`src/ccl_pkg.sv`:
```
// constants and types of the comparator control block
// Summary of operation
// - power-down bit, reset one, disables comparator and DAC
// - raw result one when positive higher or off
// - output enable drives result onto port A bit5 when its mode field is xx10b
// - invert select flips de-bounced result when one
// - trigger mode: rise, fall, both, high level
// - de-bounce none, 4, 8, 16 clocks
// - negative source: pin when zero, DAC when one
// - negative pin select 1,2,reserved,4, else open
// - positive pin select 1,2,3, reserved, else open
package ccl_pkg;
   localparam int ADDR_W = 11;
   localparam logic [8:0] IDX_CONTROL = 9'h18D;
   localparam logic [8:0] IDX_INPUT_SELECT = 9'h18E;
   localparam logic [8:0] IDX_IRQ_STATUS = 9'h190;
   localparam logic [8:0] IDX_IRQ_MASK = 9'h191;
   // control register fields
   localparam int CTL_POWERDOWN = 7;
   localparam int CTL_RAW = 6;
   localparam int CTL_PIN_OE = 5;
   localparam int CTL_INVERT = 4;
   localparam int CTL_TRIG_LO = 2;
   localparam int CTL_DBS_LO = 0;
   localparam logic [7:0] CTL_RESET = 8'h80;
   // input select register fields
   localparam int SEL_NEG_SOURCE = 7;
   localparam int SEL_NEG_PIN_LO = 4;
   localparam int SEL_EMU = 3;
   localparam int SEL_POS_PIN_LO = 0;
   localparam logic [7:0] SEL_RESET = 8'hF7;
   // interrupt registers: bit 0 is the comparator event
   localparam int IRQ_CMP = 0;
   localparam logic [7:0] IRQ_MASK_RESET = 8'h00;
   // de-bounce lengths in system clocks
   localparam logic [4:0] DBS_LEN_1 = 5'h04;
   localparam logic [4:0] DBS_LEN_2 = 5'h08;
   localparam logic [4:0] DBS_LEN_3 = 5'h10;
   // port A bit5 mode pattern xx10b
   localparam logic [1:0] PIN_MODE_CMP = 2'h2;
   typedef enum logic [1:0] {
      CCL_TRIG_RISE,
      CCL_TRIG_FALL,
      CCL_TRIG_BOTH,
      CCL_TRIG_HIGH
   } ccl_trig_t;
   typedef enum logic [1:0] {
      CCL_DBS_NONE,
      CCL_DBS_4,
      CCL_DBS_8,
      CCL_DBS_16
   } ccl_dbs_t;
endpackage

```
`src/ccl_filter_if.sv`:
```
// link between the control logic and the de-bounce filter
`timescale 1ns/1ps
`default_nettype none
interface ccl_filter_if;
   import ccl_pkg::*;
   logic raw;
   ccl_dbs_t sel;
   logic filtered;
   modport ctrl (output raw, output sel, input filtered);
   modport filt (input raw, input sel, output filtered);
endinterface
`default_nettype wire

```
`src/ccl_debounce.sv`:
```
// de-bounce filter for the raw comparator result
`timescale 1ns/1ps
`default_nettype none
module ccl_debounce
   import ccl_pkg::*;
(
   input wire logic clk,
   input wire logic srst,
   ccl_filter_if.filt fi
);
   logic [4:0] count;
   logic [4:0] len;
   logic out;

   always_comb begin
      case (fi.sel)
         CCL_DBS_4: len = DBS_LEN_1;
         CCL_DBS_8: len = DBS_LEN_2;
         CCL_DBS_16: len = DBS_LEN_3;
         default: len = 5'h00;
      endcase
   end

   // counts consecutive cycles the raw level differs from the output
   always_ff @(posedge clk) begin
      if (srst) begin
         count <= 5'h00;
         out <= 1'b1;
      end else if (fi.sel == CCL_DBS_NONE) begin
         count <= 5'h00;
         out <= fi.raw;
      end else if (fi.raw == out) begin
         count <= 5'h00;
      end else if (count + 5'h01 >= len) begin
         count <= 5'h00;
         out <= fi.raw;
      end else begin
         count <= count + 5'h01;
      end
   end

   assign fi.filtered = out;
endmodule
`default_nettype wire

```
`src/ccl_comparator_top.sv`:
```
// comparator control: registers, filter, trigger detect, pin and interrupt
//
// Register access over Avalon-MM was decided locally.
`timescale 1ns/1ps
`default_nettype none
module ccl_comparator_top
   import ccl_pkg::*;
(
   input wire logic clk,
   input wire logic srst,
   input wire logic [ADDR_W-1:0] avs_address,
   input wire logic avs_read,
   input wire logic avs_write,
   input wire logic [31:0] avs_writedata,
   input wire logic [3:0] avs_byteenable,
   output logic [31:0] avs_readdata,
   output logic avs_waitrequest,
   input wire logic comparator_out,
   output logic analog_powerdown,
   output logic negative_source_select,
   output logic [2:0] negative_pin_select,
   output logic [2:0] positive_pin_select,
   output logic negative_input_from_dac,
   output logic [3:0] negative_external_inputs,
   output logic [2:0] positive_external_inputs,
   input wire logic [3:0] port_a_bit5_mode_field,
   output logic port_a_bit5_pin_out,
   output logic port_a_bit5_pin_oe_n,
   output logic processed_compare_output,
   output logic irq
);
   logic [7:0] control;
   logic [7:0] input_select;
   logic [7:0] irq_status;
   logic [7:0] irq_mask;
   logic ack;
   logic [8:0] idx;
   logic access;
   logic wr_en;
   logic rd_en;
   logic raw_compare_result;
   logic processed;
   logic processed_d;
   logic trig_hit;
   logic [7:0] next_read;
   ccl_trig_t trig_mode;
   ccl_filter_if fi ();

   ccl_debounce u_debounce (
      .clk(clk),
      .srst(srst),
      .fi(fi)
   );

   // bus slave: one wait cycle, then the access completes
   assign idx = avs_address[ADDR_W-1:2];
   assign access = (avs_read | avs_write) & ~ack;
   assign avs_waitrequest = access;
   assign wr_en = avs_write & ack & avs_byteenable[0];
   assign rd_en = avs_read & ack;

   always_ff @(posedge clk) begin
      if (srst) begin
         ack <= 1'b0;
      end else begin
         ack <= access;
      end
   end

   always_comb begin
      next_read = 8'h00;
      case (idx)
         IDX_CONTROL: begin
            next_read = control;
            next_read[CTL_RAW] = raw_compare_result;
         end
         IDX_INPUT_SELECT: next_read = input_select;
         IDX_IRQ_STATUS: next_read = irq_status;
         IDX_IRQ_MASK: next_read = irq_mask;
         default: next_read = 8'h00;
      endcase
   end

   always_ff @(posedge clk) begin
      if (srst) begin
         avs_readdata <= 32'h0000_0000;
      end else if (access) begin
         avs_readdata <= {24'h00_0000, next_read};
      end
   end

   // control register; raw result bit is read-only
   always_ff @(posedge clk) begin
      if (srst) begin
         control <= CTL_RESET;
      end else if (wr_en && idx == IDX_CONTROL) begin
         control <= avs_writedata[7:0] & ~(8'h01 << CTL_RAW);
      end
   end

   // input select register; bit3 is plain storage for emulation use
   always_ff @(posedge clk) begin
      if (srst) begin
         input_select <= SEL_RESET;
      end else if (wr_en && idx == IDX_INPUT_SELECT) begin
         input_select <= avs_writedata[7:0];
      end
   end

   always_ff @(posedge clk) begin
      if (srst) begin
         irq_mask <= IRQ_MASK_RESET;
      end else if (wr_en && idx == IDX_IRQ_MASK) begin
         irq_mask <= avs_writedata[7:0];
      end
   end

   // analog controls
   assign analog_powerdown = control[CTL_POWERDOWN];
   assign negative_source_select = input_select[SEL_NEG_SOURCE];
   assign negative_pin_select = input_select[SEL_NEG_PIN_LO +: 3];
   assign positive_pin_select = input_select[SEL_POS_PIN_LO +: 3];
   assign negative_input_from_dac = negative_source_select;

   // one-hot switch enables; bit index n is external input n+1
   always_comb begin
      negative_external_inputs = 4'h0;
      if (!negative_source_select) begin
         case (negative_pin_select)
            3'h0: negative_external_inputs = 4'h1;
            3'h1: negative_external_inputs = 4'h2;
            3'h3: negative_external_inputs = 4'h8;
            default: negative_external_inputs = 4'h0;
         endcase
      end
   end

   always_comb begin
      case (positive_pin_select)
         3'h0: positive_external_inputs = 3'h1;
         3'h1: positive_external_inputs = 3'h2;
         3'h2: positive_external_inputs = 3'h4;
         default: positive_external_inputs = 3'h0;
      endcase
   end

   // result path
   assign raw_compare_result = comparator_out | analog_powerdown;
   assign fi.raw = raw_compare_result;
   assign fi.sel = ccl_dbs_t'(control[CTL_DBS_LO +: 2]);
   assign processed = fi.filtered ^ control[CTL_INVERT];
   assign trig_mode = ccl_trig_t'(control[CTL_TRIG_LO +: 2]);

   // history starts at the idle level after reset (filter 1, no invert), so no false edge
   always_ff @(posedge clk) begin
      if (srst) begin
         processed_d <= 1'b1;
      end else begin
         processed_d <= processed;
      end
   end

   always_comb begin
      case (trig_mode)
         CCL_TRIG_RISE: trig_hit = processed & ~processed_d;
         CCL_TRIG_FALL: trig_hit = ~processed & processed_d;
         CCL_TRIG_BOTH: trig_hit = processed ^ processed_d;
         CCL_TRIG_HIGH: trig_hit = processed;
         default: trig_hit = 1'b0;
      endcase
   end

   // sticky event flag; a read clears only the bits it returned, a new event wins
   always_ff @(posedge clk) begin
      if (srst) begin
         irq_status <= 8'h00;
      end else begin
         if (rd_en && idx == IDX_IRQ_STATUS) begin
            irq_status <= irq_status & ~avs_readdata[7:0];
         end
         if (trig_hit) begin
            irq_status[IRQ_CMP] <= 1'b1;
         end
      end
   end

   always_ff @(posedge clk) begin
      if (srst) begin
         irq <= 1'b0;
      end else begin
         irq <= |(irq_status & irq_mask);
      end
   end

   // port pin output
   always_ff @(posedge clk) begin
      if (srst) begin
         processed_compare_output <= 1'b0;
         port_a_bit5_pin_out <= 1'b0;
         port_a_bit5_pin_oe_n <= 1'b1;
      end else begin
         processed_compare_output <= processed;
         port_a_bit5_pin_out <= processed;
         port_a_bit5_pin_oe_n <= ~(control[CTL_PIN_OE] &&
            port_a_bit5_mode_field[1:0] == PIN_MODE_CMP);
      end
   end
endmodule
`default_nettype wire

```
`config.mk`:
```
export PLATFORM = sky130hd
export DESIGN_NAME = ccl_comparator_top
export DESIGN_NICKNAME = d
export VERILOG_FILES = /design/src/ccl_pkg.sv /design/src/ccl_filter_if.sv /design/src/ccl_debounce.sv /design/src/ccl_comparator_top.sv
export SDC_FILE = /design/constraint.sdc
export NUM_CORES = 1
export LEC_CHECK = 0
export BUFFER_PORTS_ARGS = -buffer_cell sky130_fd_sc_hd__buf_4
export CAP_MARGIN = 20
export CORE_ASPECT_RATIO = 1.25
export CORE_MARGIN = 10
export CORE_UTILIZATION = 52
export CTS_CLUSTER_DIAMETER = 100
export DETAILED_ROUTE_END_ITERATION = 10
export PLACE_DENSITY_LB_ADDON = 0.2
export SYNTH_ARGS = -nofsm -noshare
export SYNTH_HDL_FRONTEND = slang
export SYNTH_SLANG_ARGS = --single-unit
```
`constraint.sdc`:
```
create_clock -name clk -period 3.42 [get_ports clk]
set_clock_uncertainty 0.1 [all_clocks]
set_input_delay 0.342 -clock clk [delete_from_list [all_inputs] [get_ports clk]]
set_output_delay 0.342 -clock clk [all_outputs]
set_load 0.05 [all_outputs]
```
======== Word level (Yosys, flattened, before mapping) ========
Cells that the tools add are included.
word-level totals
  bits of input ports ..................... 56
  output and inout bits ................... 53
  register bits after elaboration ......... 50
  word-level logic and storage cells ...... 74
operators by class
  bitwise gates (word level) .............. 17
  add/subtract/negate cells ............... 1
  magnitude comparators ................... 1
  equality and inequality tests ........... 17
  muxes and demuxes ....................... 11
  reduce and logical (&&, ||, !) cells .... 14
operators with widths
  kind                 number
  $eq 9x9->1 const B   4
  $pmux 8 s4           1
  $and 8x8->8          2
  $pmux 5 s3           1
  $pmux 4 s3           1
  $eq 2x2->1 const B   5
  $pmux 3 s3           1
  $not 8->8            1
  $reduce_or 8->1      1
  $and 1x1->1          6
  $eq 3x1->1 const B   2
  $eq 3x2->1 const B   2
  $logic_not 3->1      2
  $add 5x1->5 const B  1
  $ge 5x5->1           1
  $logic_and 1x1->1    5
  $mux 1               5
  $eq 2x1->1 const B   2
  $logic_not 2->1      2
  $mux 4               1
  $not 1->1            4
  $pmux 1 s4           1
  $reduce_bool 2->1    2
  $reduce_or 4->1      1
  other kinds (5)      7

======== Depth between registers and ports, before layout ========
Gate-level depths: netlist of the first run.
  depth in word-level cells ............... 6
  mapped depth ............................ 8
  mapped depth without buffers ............ 8

======== Modules after synthesis ========
Synthesis of the first run repeated with hierarchy kept, for this count alone.
second synthesis, totals
  cells, all modules ...................... 276
  area total of the unflattened synthesis .. 2,625.0 µm²
modules (own cells, without submodules)
  module              sequential area each (µm²)  cells each  area each (µm²)  times used
  ccl_comparator_top  880.8                       243         2,283.4          1
  ccl_debounce        120.1                       33          341.6            1

======== Worst setup path after synthesis of the first run ========
OpenSTA, ideal clock, no wires.
  path type ............................... register to output
  from .................................... register input_select[7]
  to ...................................... output negative_external_inputs[1]
  stages on the path, launching flop included .. 2
  arrival ................................. 2,199 ps
  required time ........................... 2,978 ps
  buffers on the path ..................... 0
  path slack .............................. 779 ps
  cell sequence ........................... dfxtp_1 > nor4b_1
between the ends
  cells in the longest elaborated chain, start to end .. 1
RTL lines
  item                      line                       text
  start: declaration        ccl_comparator_top.sv:33   logic [7:0] input_select;
  start signal: assignment  ccl_comparator_top.sv:106  input_select <= avs_writedata[7:0];
  $mux 4                    ccl_comparator_top.sv:128  if (!negative_source_select) begin
  end: declaration          ccl_comparator_top.sv:24   output logic [3:0] negative_external_inputs,
No other way between the ends.

======== Worst setup path in the final report of the first run ========
  from .................................... register u_debounce.count[0]
  to ...................................... register u_debounce.count[2]
between the ends
  cells in the longest elaborated chain, start to end .. 3
RTL lines
  item                              line                                    text
  start: declaration                ccl_debounce.sv:11                      logic [4:0] count;
  start signal: assignment          ccl_debounce.sv:38                      count <= count + 5'h01;
  $add 5x1->5 *                     ccl_debounce.sv:34, ccl_debounce.sv:38
  $ge 5x5->1                        ccl_debounce.sv:34                      end else if (count + 5'h01 >= len) begin
  $reduce_or 4->1 (no source line)  n/a
Mark *: on every way between the ends. The rest lies on a longest branch, timed or not.
A chain may end at the register's enable or synchronous reset.

==> impl_metrics.xml, run 1 <==
<?xml version="1.0" encoding="UTF-8"?>
<metrics>
  <group name="status">
    <metric name="run_status" unit="">finished, final reports clean</metric>
  </group>
  <group name="worst_setup_path">
    <metric name="required_time_of_the_critical_path" unit="ns">3.57</metric>
    <metric name="worstSetupPathDepth" unit="">7</metric>
    <metric name="regToRegEndpoint" unit="">u_debounce.count[2]$_SDFF_PP0_</metric>
    <metric name="path_class" unit="">register to register</metric>
    <metric name="timing.rr.start" unit="">u_debounce.count[0]$_SDFF_PP0_</metric>
    <metric name="path_buf_inv" unit="">0</metric>
    <metric name="timing.critical_path.fanout_max" unit="">5</metric>
    <metric name="worstPathCellList" unit="">ha_1, xnor2_1, ha_1, a21bo_2, a311o_1, or3_1, nor2_1</metric>
    <metric name="r2r_cells" unit="">7</metric>
    <metric name="timing.critical_path.max_delay_family" unit="">compound AO/OA/AOI/OAI gates</metric>
    <metric name="cp_data_arrival_time" unit="ns">2.56</metric>
    <metric name="crit_path_max_incr_delay" unit="ns">0.45</metric>
    <metric name="critPathMostFrequentCell" unit="">sky130_fd_sc_hd__ha_1</metric>
    <metric name="capturing_element_type_of_the_critical_path" unit="">register</metric>
    <metric name="slowest_stage" unit="">sky130_fd_sc_hd__or3_1</metric>
    <metric name="rrSetupSlack" unit="ns">1.01</metric>
    <metric name="setup.worst_path.start_class" unit="">register</metric>
    <metric name="crit_path_end" unit="">u_debounce.count[2]$_SDFF_PP0_</metric>
    <metric name="critical_path.startpoint" unit="">u_debounce.count[0]$_SDFF_PP0_</metric>
  </group>
  <group name="clocking">
    <metric name="clock_sink_count" unit="">50</metric>
    <metric name="clock_tree.root_cell" unit="">sky130_fd_sc_hd__clkbuf_8</metric>
    <metric name="worst_skew_pair.late_latency" unit="ns">0.31</metric>
    <metric name="clkSlewWorstSetupHoldPaths" unit="ns">0.09</metric>
    <metric name="cts_hold_buf" unit="">0</metric>
    <metric name="postCtsSetupRepairBufs" unit="">0</metric>
    <metric name="cts-htree-levels" unit="">2</metric>
    <metric name="clock_tree_from_tritoncts" unit="">built</metric>
    <metric name="number_of_instances_resized_during_post_cts_repair" unit="">0</metric>
    <metric name="numCtsBuffers" unit="">5</metric>
    <metric name="cts.path.max_buffers" unit="">2</metric>
  </group>
  <group name="logic_synthesis">
    <metric name="synth_area_leader_cell" unit="">sky130_fd_sc_hd__dfxtp_1</metric>
    <metric name="synthesis_warnings" unit="">0</metric>
    <metric name="synth_top_flop_cell" unit="">sky130_fd_sc_hd__dfxtp_1</metric>
    <metric name="asyncSetResetFlopFracSynth" unit="%">0</metric>
    <metric name="yosys.cell_types.count" unit="">50</metric>
    <metric name="synth_top_area_share" unit="%">37.9</metric>
    <metric name="synth-edff-count" unit="">0</metric>
    <metric name="syn_area" unit="sq mm">0.00264</metric>
    <metric name="synth.ff_latch_count" unit="">50</metric>
    <metric name="yosys-top-cells-area" unit="">sky130_fd_sc_hd__dfxtp_1, sky130_fd_sc_hd__buf_4, sky130_fd_sc_hd__mux2i_1</metric>
    <metric name="seq_area_frac_synth" unit="%">37.9</metric>
    <metric name="cells_after_synthesis" unit="">291</metric>
    <metric name="synth.avg_cell_area" unit="sq um">9.07</metric>
  </group>
  <group name="hold_path">
    <metric name="hp-start" unit="">port_a_bit5_mode_field[1]</metric>
    <metric name="min-delay-path-class" unit="">input port to register</metric>
  </group>
  <group name="cells_and_area">
    <metric name="areaGrowthSynthToFinish" unit="%">12.1</metric>
    <metric name="post-route-util" unit="%">61.2</metric>
    <metric name="final_standard_cell_area_without_fillers" unit="sq mm">0.00296</metric>
    <metric name="antennaDiodeCount" unit="">0</metric>
    <metric name="post_layout_nonfiller_instances" unit="">386</metric>
    <metric name="fill_cells" unit="">467</metric>
    <metric name="final_cell_mix" unit="">sky130_fd_sc_hd__buf_4, sky130_fd_sc_hd__dfxtp_1, sky130_fd_sc_hd__conb_1</metric>
    <metric name="drive_above_1_share" unit="%">21.2</metric>
    <metric name="nets" unit="">388</metric>
    <metric name="most_common_cell_after_layout_fill_and_taps_aside" unit="">sky130_fd_sc_hd__buf_4</metric>
  </group>
  <group name="timing">
    <metric name="min_period_over_period" unit="%">70.5</metric>
    <metric name="report.final.setup_viol" unit="">0</metric>
    <metric name="fin_setup_tns" unit="ns">0</metric>
    <metric name="worstMarginPinSlew" unit="ns">0.878</metric>
    <metric name="grt_setup_unrepaired" unit="">false</metric>
    <metric name="peak_freq" unit="MHz">415</metric>
    <metric name="slew_violations" unit="">0</metric>
    <metric name="final.hold.worst_slack" unit="ns">0.113</metric>
    <metric name="final.min_clock_period" unit="ns">2.41</metric>
    <metric name="finalHoldViolations" unit="">0</metric>
    <metric name="maxSlewHeadroom" unit="%">41.3</metric>
  </group>
  <group name="floorplan">
    <metric name="die_w" unit="um">83.7</metric>
    <metric name="chipHeight" unit="um">99.6</metric>
    <metric name="fp.dieArea" unit="sq mm">0.00834</metric>
    <metric name="cell_rows" unit="">28</metric>
    <metric name="core" unit="sq mm">0.00483</metric>
    <metric name="floorplan.initialDensity" unit="%">54.6</metric>
    <metric name="top_level_ports" unit="">109</metric>
  </group>
  <group name="placed_design">
    <metric name="place.detailed.hpwl" unit="um">4930</metric>
    <metric name="dpl_cell_area" unit="sq mm">0.00287</metric>
    <metric name="count_of_placed_standard_cells_including_taps" unit="">378</metric>
    <metric name="gpl.final_weighted_congestion" unit="">0.783</metric>
    <metric name="port_buffers" unit="">52</metric>
  </group>
  <group name="pwr">
    <metric name="power.density_cell_area" unit="mW/mm^2">369</metric>
    <metric name="ir_worst_vdd" unit="mV">0.232</metric>
    <metric name="power_leakage" unit="nW">1.16</metric>
  </group>
  <group name="grt">
    <metric name="antenna_violations_before_repair" unit="">0</metric>
    <metric name="grt_pass1_vias" unit="">2099</metric>
    <metric name="grt_util_all_layers" unit="%">15.0</metric>
    <metric name="grt_start_max_net_pins" unit="">49</metric>
    <metric name="global_route.overflow_total" unit="">0</metric>
    <metric name="grt_first_pass_wirelength" unit="um">10500</metric>
  </group>
  <group name="routing">
    <metric name="wl_per_cell" unit="um">17.0</metric>
    <metric name="dr.first_iter.drc_count" unit="">199</metric>
    <metric name="routed_wirelength" unit="um">6550</metric>
    <metric name="vias" unit="">2141</metric>
    <metric name="drtAntennaViolNets" unit="">0</metric>
    <metric name="firstDrtPassIters" unit="">4</metric>
    <metric name="remaining_design_rule_violation_count" unit="">0</metric>
    <metric name="vias_per_cell" unit="">5.55</metric>
  </group>
  <group name="flow_run">
    <metric name="max_cap_violations" unit="">0</metric>
  </group>
</metrics>
-- Yosys cell counts (3+ instances only) --
cell type                  instances
sky130_fd_sc_hd__buf_2             6
sky130_fd_sc_hd__a22o_1            8
sky130_fd_sc_hd__nor2b_1           6
sky130_fd_sc_hd__mux2i_1          16
sky130_fd_sc_hd__nor3b_1           3
sky130_fd_sc_hd__xnor2_1           4
sky130_fd_sc_hd__o22ai_1           8
sky130_fd_sc_hd__dfxtp_1          50
sky130_fd_sc_hd__buf_4            34
sky130_fd_sc_hd__nor2_1           23
sky130_fd_sc_hd__o21ai_0          15
sky130_fd_sc_hd__clkbuf_1          8
sky130_fd_sc_hd__inv_1             7
sky130_fd_sc_hd__ha_1              7
sky130_fd_sc_hd__a21oi_1          21
sky130_fd_sc_hd__nand3_1          17
sky130_fd_sc_hd__nand2b_1         12
sky130_fd_sc_hd__a22oi_1          12
-- cell type report --
class / instances / area [sq um] / area share (%)
clock buffers: 7 / 86.3 / 2.92
clock inverters: 1 / 5.00 / 0.169
inverters: 7 / 26.3 / 0.888
multi-input cells: 209 / 1380 / 46.5
flip-flops and latches: 50 / 1000 / 33.8
well taps: 60 / 75.1 / 2.54
repair buffers: 52 / 390 / 13.2
-- state kept, by name (all words and copies together), names as in the netlist, 5 cells and up --
register          count
avs_readdata          8
input_select          8
irq_mask              8
irq_status            8
control               7
u_debounce.count      5
-- routing by layer --
layer / up-vias / GRT usage, % / share of wire (%) / wire length, um
li1: 1050 / - / - / -
met1: 1012 / 16.9 / 41 / 2700
met2: 69 / 26.2 / 51 / 3360
met3: 10 / 4.16 / 5.9 / 387
met4: 0 / 5.68 / 1.6 / 102
met5: - / 0 / 0 / 0
-- kinds of logic after synthesis --
group / Yosys count / share of synthesized area [%]
and+or+nand+nor: 82 / 18.4
adders and majority gates: 7 / 3.32
xor gates and xnor gates: 5 / 1.66
buffers and inverters: 56 / 13.4
muxes: 17 / 6.92
DFF: 50 / 37.9
other: 1 / 0.142
AOI/OAI and AO/OA: 73 / 18.3
-- through the flow --
stage | worst slack, ns | total power, mW
after floorplan | 0.779 | 0.729
after global placement | 1.07 | 0.742
after detailed placement | 1.02 | 0.744
after CTS | 0.998 | 1.09
after global routing | 0.893 | 1.13
final | 1.01 | 1.09
-- power breakdown --
part | switching [mW] | leakage [nW] | internal [mW]
registers | 0.00177 | 0.404 | 0.583
logic | 0.111 | 0.711 | 0.0355
clock network | 0.195 | 0.0482 | 0.164
total | 0.308 | 1.16 | 0.782
-- worst min-delay path by stage --
stage                     slack (ns)                               to  cells after the start
after floorplan                 0.28  port_a_bit5_pin_oe_n$_SDFF_PP1_                      1
after global placement          0.31  port_a_bit5_pin_oe_n$_SDFF_PP1_                      1
after detailed placement        0.31  port_a_bit5_pin_oe_n$_SDFF_PP1_                      1
after CTS                       0.11  port_a_bit5_pin_oe_n$_SDFF_PP1_                      2
after global routing            0.11  port_a_bit5_pin_oe_n$_SDFF_PP1_                      2
final                           0.11  port_a_bit5_pin_oe_n$_SDFF_PP1_                      2
(Power assumes the default switching activity.)
==> inputs of run 2 (changes only) <==
--- a/config.mk
+++ b/config.mk
@@ -5,11 +5,12 @@
 export SDC_FILE = /design/constraint.sdc
 export NUM_CORES = 1
 export LEC_CHECK = 0
+export ABC_AREA = 1
 export BUFFER_PORTS_ARGS = -buffer_cell sky130_fd_sc_hd__buf_4
 export CAP_MARGIN = 20
 export CORE_ASPECT_RATIO = 1.25
 export CORE_MARGIN = 10
-export CORE_UTILIZATION = 52
+export CORE_UTILIZATION = 44
 export CTS_CLUSTER_DIAMETER = 100
 export DETAILED_ROUTE_END_ITERATION = 10
 export PLACE_DENSITY_LB_ADDON = 0.2
==> constraint.sdc (replaced) <==
create_clock -name clk -period 2.1 [get_ports clk]
set_clock_uncertainty 0.1 [all_clocks]
set_input_delay 0.21 -clock clk [delete_from_list [all_inputs] [get_ports clk]]
set_output_delay 0.21 -clock clk [all_outputs]
set_load 0.05 [all_outputs]
==> run 2 against run 1 <==
Critical path depth grew 2. Clock power grew 63%. Highest routed layer unchanged. Die area is 14% higher. Largest cell class unchanged. Synthesized cell count is 27% higher. Sequential cell count is the same. Largest power group unchanged. Sequential power increased by 63%. Fmax grew 26%. Hold slack worse by 0.10 ns.
==> impl_metrics.xml, run 2 <==
<?xml version="1.0" encoding="UTF-8"?>
<metrics>
  <group name="grt">
    <metric name="global_route.overflow_total" unit="">0</metric>
    <metric name="grt_first_pass_wirelength" unit="um">10500</metric>
    <metric name="antenna_violations_before_repair" unit="">0</metric>
    <metric name="grt_pass1_vias" unit="">2251</metric>
    <metric name="grt_util_all_layers" unit="%">13.6</metric>
    <metric name="grt_start_max_net_pins" unit="">21</metric>
  </group>
  <group name="timing">
    <metric name="min_period_over_period" unit="%">90.9</metric>
    <metric name="slew_violations" unit="">0</metric>
    <metric name="finalHoldViolations" unit="">0</metric>
    <metric name="worstMarginPinSlew" unit="ns">0.526</metric>
    <metric name="maxSlewHeadroom" unit="%">64.8</metric>
    <metric name="final.min_clock_period" unit="ns">1.91</metric>
    <metric name="post-route-worst-setup-slack" unit="ns">0.191</metric>
    <metric name="report.final.setup_viol" unit="">0</metric>
    <metric name="grt_setup_unrepaired" unit="">false</metric>
    <metric name="peak_freq" unit="MHz">524</metric>
  </group>
  <group name="clocking">
    <metric name="clock_sink_count" unit="">50</metric>
    <metric name="postCtsSetupRepairBufs" unit="">0</metric>
    <metric name="clock_tree.root_cell" unit="">sky130_fd_sc_hd__clkbuf_8</metric>
    <metric name="numCtsBuffers" unit="">5</metric>
    <metric name="worst_skew_pair.late_latency" unit="ns">0.31</metric>
    <metric name="clock_tree_from_tritoncts" unit="">built</metric>
    <metric name="cts.path.max_buffers" unit="">2</metric>
    <metric name="cts-htree-levels" unit="">2</metric>
    <metric name="clkSlewWorstSetupHoldPaths" unit="ns">0.10</metric>
  </group>
  <group name="floorplan">
    <metric name="core" unit="sq mm">0.00582</metric>
    <metric name="fp.dieArea" unit="sq mm">0.00955</metric>
    <metric name="top_level_ports" unit="">109</metric>
    <metric name="floorplan.initialDensity" unit="%">45.6</metric>
    <metric name="die_w" unit="um">89.4</metric>
    <metric name="cell_rows" unit="">31</metric>
    <metric name="chipHeight" unit="um">107</metric>
  </group>
  <group name="logic_synthesis">
    <metric name="synth_top_area_share" unit="%">37.8</metric>
    <metric name="synth.ff_latch_count" unit="">50</metric>
    <metric name="seq_area_frac_synth" unit="%">37.8</metric>
    <metric name="synth_top_cells_by_count" unit="">sky130_fd_sc_hd__nand2_1, sky130_fd_sc_hd__dfxtp_1, sky130_fd_sc_hd__inv_1</metric>
    <metric name="yosys-top-cells-area" unit="">sky130_fd_sc_hd__dfxtp_1, sky130_fd_sc_hd__buf_4, sky130_fd_sc_hd__nand2_1</metric>
    <metric name="synth.avg_cell_area" unit="sq um">7.19</metric>
    <metric name="yosys.cell_types.count" unit="">29</metric>
    <metric name="cells_after_synthesis" unit="">369</metric>
    <metric name="synth-edff-count" unit="">0</metric>
    <metric name="asyncSetResetFlopFracSynth" unit="%">0</metric>
    <metric name="syn_area" unit="sq mm">0.00265</metric>
    <metric name="synth_most_common_cell" unit="">sky130_fd_sc_hd__nand2_1</metric>
    <metric name="synth_area_leader_cell" unit="">sky130_fd_sc_hd__dfxtp_1</metric>
    <metric name="synth_top_flop_cell" unit="">sky130_fd_sc_hd__dfxtp_1</metric>
    <metric name="synthesis_warnings" unit="">0</metric>
  </group>
  <group name="hold_path">
    <metric name="min-delay-path-class" unit="">input port to register</metric>
    <metric name="timing.hold.worst_endpoint" unit="">input_select[5]$_SDFFE_PP1P_</metric>
    <metric name="hp-start" unit="">avs_writedata[5]</metric>
    <metric name="hold_depth" unit="">3</metric>
  </group>
  <group name="worst_setup_path">
    <metric name="r2r_cells" unit="">9</metric>
    <metric name="capturing_element_type_of_the_critical_path" unit="">register</metric>
    <metric name="timing.rr.start" unit="">u_debounce.count[0]$_SDFF_PP0_</metric>
    <metric name="setup.worst_path.start_class" unit="">register</metric>
    <metric name="critical_path.startpoint" unit="">u_debounce.count[0]$_SDFF_PP0_</metric>
    <metric name="required_time_of_the_critical_path" unit="ns">2.18</metric>
    <metric name="regToRegEndpoint" unit="">u_debounce.fi.filtered$_SDFFE_PP1P_</metric>
    <metric name="path_class" unit="">register to register</metric>
    <metric name="rrSetupSlack" unit="ns">0.19</metric>
    <metric name="timing.critical_path.fanout_max" unit="">4</metric>
    <metric name="cp_data_arrival_time" unit="ns">1.99</metric>
  </group>
  <group name="routing">
    <metric name="drtAntennaViolNets" unit="">0</metric>
    <metric name="vias_per_cell" unit="">4.98</metric>
    <metric name="firstDrtPassIters" unit="">4</metric>
    <metric name="wl_per_cell" unit="um">13.7</metric>
    <metric name="dr.first_iter.drc_count" unit="">91</metric>
    <metric name="routed_wirelength" unit="um">6600</metric>
    <metric name="vias" unit="">2405</metric>
    <metric name="remaining_design_rule_violation_count" unit="">0</metric>
  </group>
  <group name="cells_and_area">
    <metric name="nets" unit="">479</metric>
    <metric name="multi_input_gate_area_in_the_final_layout" unit="sq mm">0.00131</metric>
    <metric name="fill_cells" unit="">586</metric>
    <metric name="most_common_cell_after_layout_fill_and_taps_aside" unit="">sky130_fd_sc_hd__nand2_1</metric>
    <metric name="areaGrowthSynthToFinish" unit="%">17.2</metric>
    <metric name="final_cell_mix" unit="">sky130_fd_sc_hd__nand2_1, sky130_fd_sc_hd__buf_4, sky130_fd_sc_hd__dfxtp_1</metric>
    <metric name="final_standard_cell_area_without_fillers" unit="sq mm">0.00311</metric>
    <metric name="antennaDiodeCount" unit="">0</metric>
    <metric name="seq_area" unit="sq mm">0.00100</metric>
    <metric name="drive_above_1_share" unit="%">20.1</metric>
  </group>
  <group name="placed_design">
    <metric name="port_buffers" unit="">52</metric>
    <metric name="gpl.final_weighted_congestion" unit="">0.838</metric>
    <metric name="placement.setup.worst_slack" unit="ns">0.0440</metric>
    <metric name="place.detailed.hpwl" unit="um">5190</metric>
    <metric name="dpl_cell_area" unit="sq mm">0.00296</metric>
  </group>
  <group name="status">
    <metric name="run_status" unit="">finished, final reports clean</metric>
  </group>
  <group name="flow_run">
    <metric name="max_cap_violations" unit="">0</metric>
  </group>
  <group name="pwr">
    <metric name="power.density_cell_area" unit="mW/mm^2">570</metric>
    <metric name="total_power" unit="mW">1.77</metric>
    <metric name="power_leakage" unit="nW">1.43</metric>
    <metric name="ir_worst_vdd" unit="mV">0.345</metric>
  </group>
</metrics>
-- run 2: cell types whose count changed after synthesis, sizes merged, moves of 7 or more --
cell / previous run / this run
a21oi: 21 / 28
a22o: 8 / 0
a22oi: 12 / 0
inv: 7 / 44
mux2i: 16 / 0
nand2: 1 / 67
nand2b: 12 / 0
nand3: 17 / 41
nand4: 1 / 9
o21ai: 16 / 30
o22ai: 8 / 0
-- run 2: cells by family (layout without fill, tap and decap cells) --
| group | Yosys count | count (layout) | share of synthesized area (%) |
|---|---|---|---|
| other | 1 | 25 | 0.141 |
| AOI/OAI and AO/OA | 66 | 66 | 13.5 |
| adders and majority gates | 7 | 7 | 3.30 |
| buffers and inverters | 88 | 112 | 17.7 |
| xor gates and xnor gates | 5 | 5 | 1.65 |
| DFF | 50 | 50 | 37.8 |
| and+or+nand+nor | 152 | 152 | 25.9 |
-- run 2: power by group --
group / total (mW) / switching, mW / internal, mW
combinational: 0.237 / 0.184 / 0.0529
clock: 0.584 / 0.345 / 0.239
sequential: 0.952 / 0.00168 / 0.950
-- run 2: worst max-delay path, stage by stage (launching register included) --
cell                       delay [ns]
sky130_fd_sc_hd__dfxtp_2         0.36
sky130_fd_sc_hd__ha_2            0.20
sky130_fd_sc_hd__nand3_2         0.09
sky130_fd_sc_hd__xor2_2          0.19
sky130_fd_sc_hd__ha_4            0.24
sky130_fd_sc_hd__a21oi_2         0.12
sky130_fd_sc_hd__o211ai_1        0.10
sky130_fd_sc_hd__nor2_1          0.18
sky130_fd_sc_hd__buf_4           0.14
sky130_fd_sc_hd__o211ai_1        0.07
-- run 2: stage by stage --
stage / instances / setup TNS (ns) / hold WS, ns / utilization [%]
finish: 483 / 0 / 0.00922 / 53.4
floorplan: 393 / -0.232 / 0.195 / -
global route: 483 / 0 / 0.0138 / 53.4
CTS: 483 / 0 / 0.00395 / 52.8
global placement: 473 / 0 / 0.300 / 50.8
detailed placement: 473 / 0 / 0.307 / 50.8
-- run 2: how the worst max path moves through the flow --
| stage | endpoint |
|---|---|
| floorplan | negative_external_inputs[0] |
| global placement | u_debounce.count[3]$_SDFF_PP0_ |
| CTS | u_debounce.count[0]$_SDFF_PP0_ |
| finish | u_debounce.fi.filtered$_SDFFE_PP1P_ |
| detailed placement | u_debounce.count[0]$_SDFF_PP0_ |
| global route | u_debounce.fi.filtered$_SDFFE_PP1P_ |
-- run 2: repair_timing --
item | in CTS | in global routing
hold buffers | 2 | 0
endpoints found under the hold margin | 1 | 0
endpoints found under the setup margin | 0 | 6
gates resized for setup | 0 | 8
-- run 2: area by class of cell --
class                           count  area share, %
Clock buffer                        5           2.21
Clock inverter                      3          0.765
Inverter                           45           5.60
Multi-Input combinational cell    255           42.1
Sequential cell                    50           32.3
Tap cell                           66           2.66
Timing Repair Buffer               59           14.4
-- run 2: layer usage --
layer	vias up	wire (um)	global-route usage, %	share of wire [%]
li1	1241	-	-	-
met2	83	3230	23.3	49
met3	12	565	4.17	8.6
met5	-	0	0	0
met1	1069	2660	15.4	40
met4	0	135	5.13	2.0
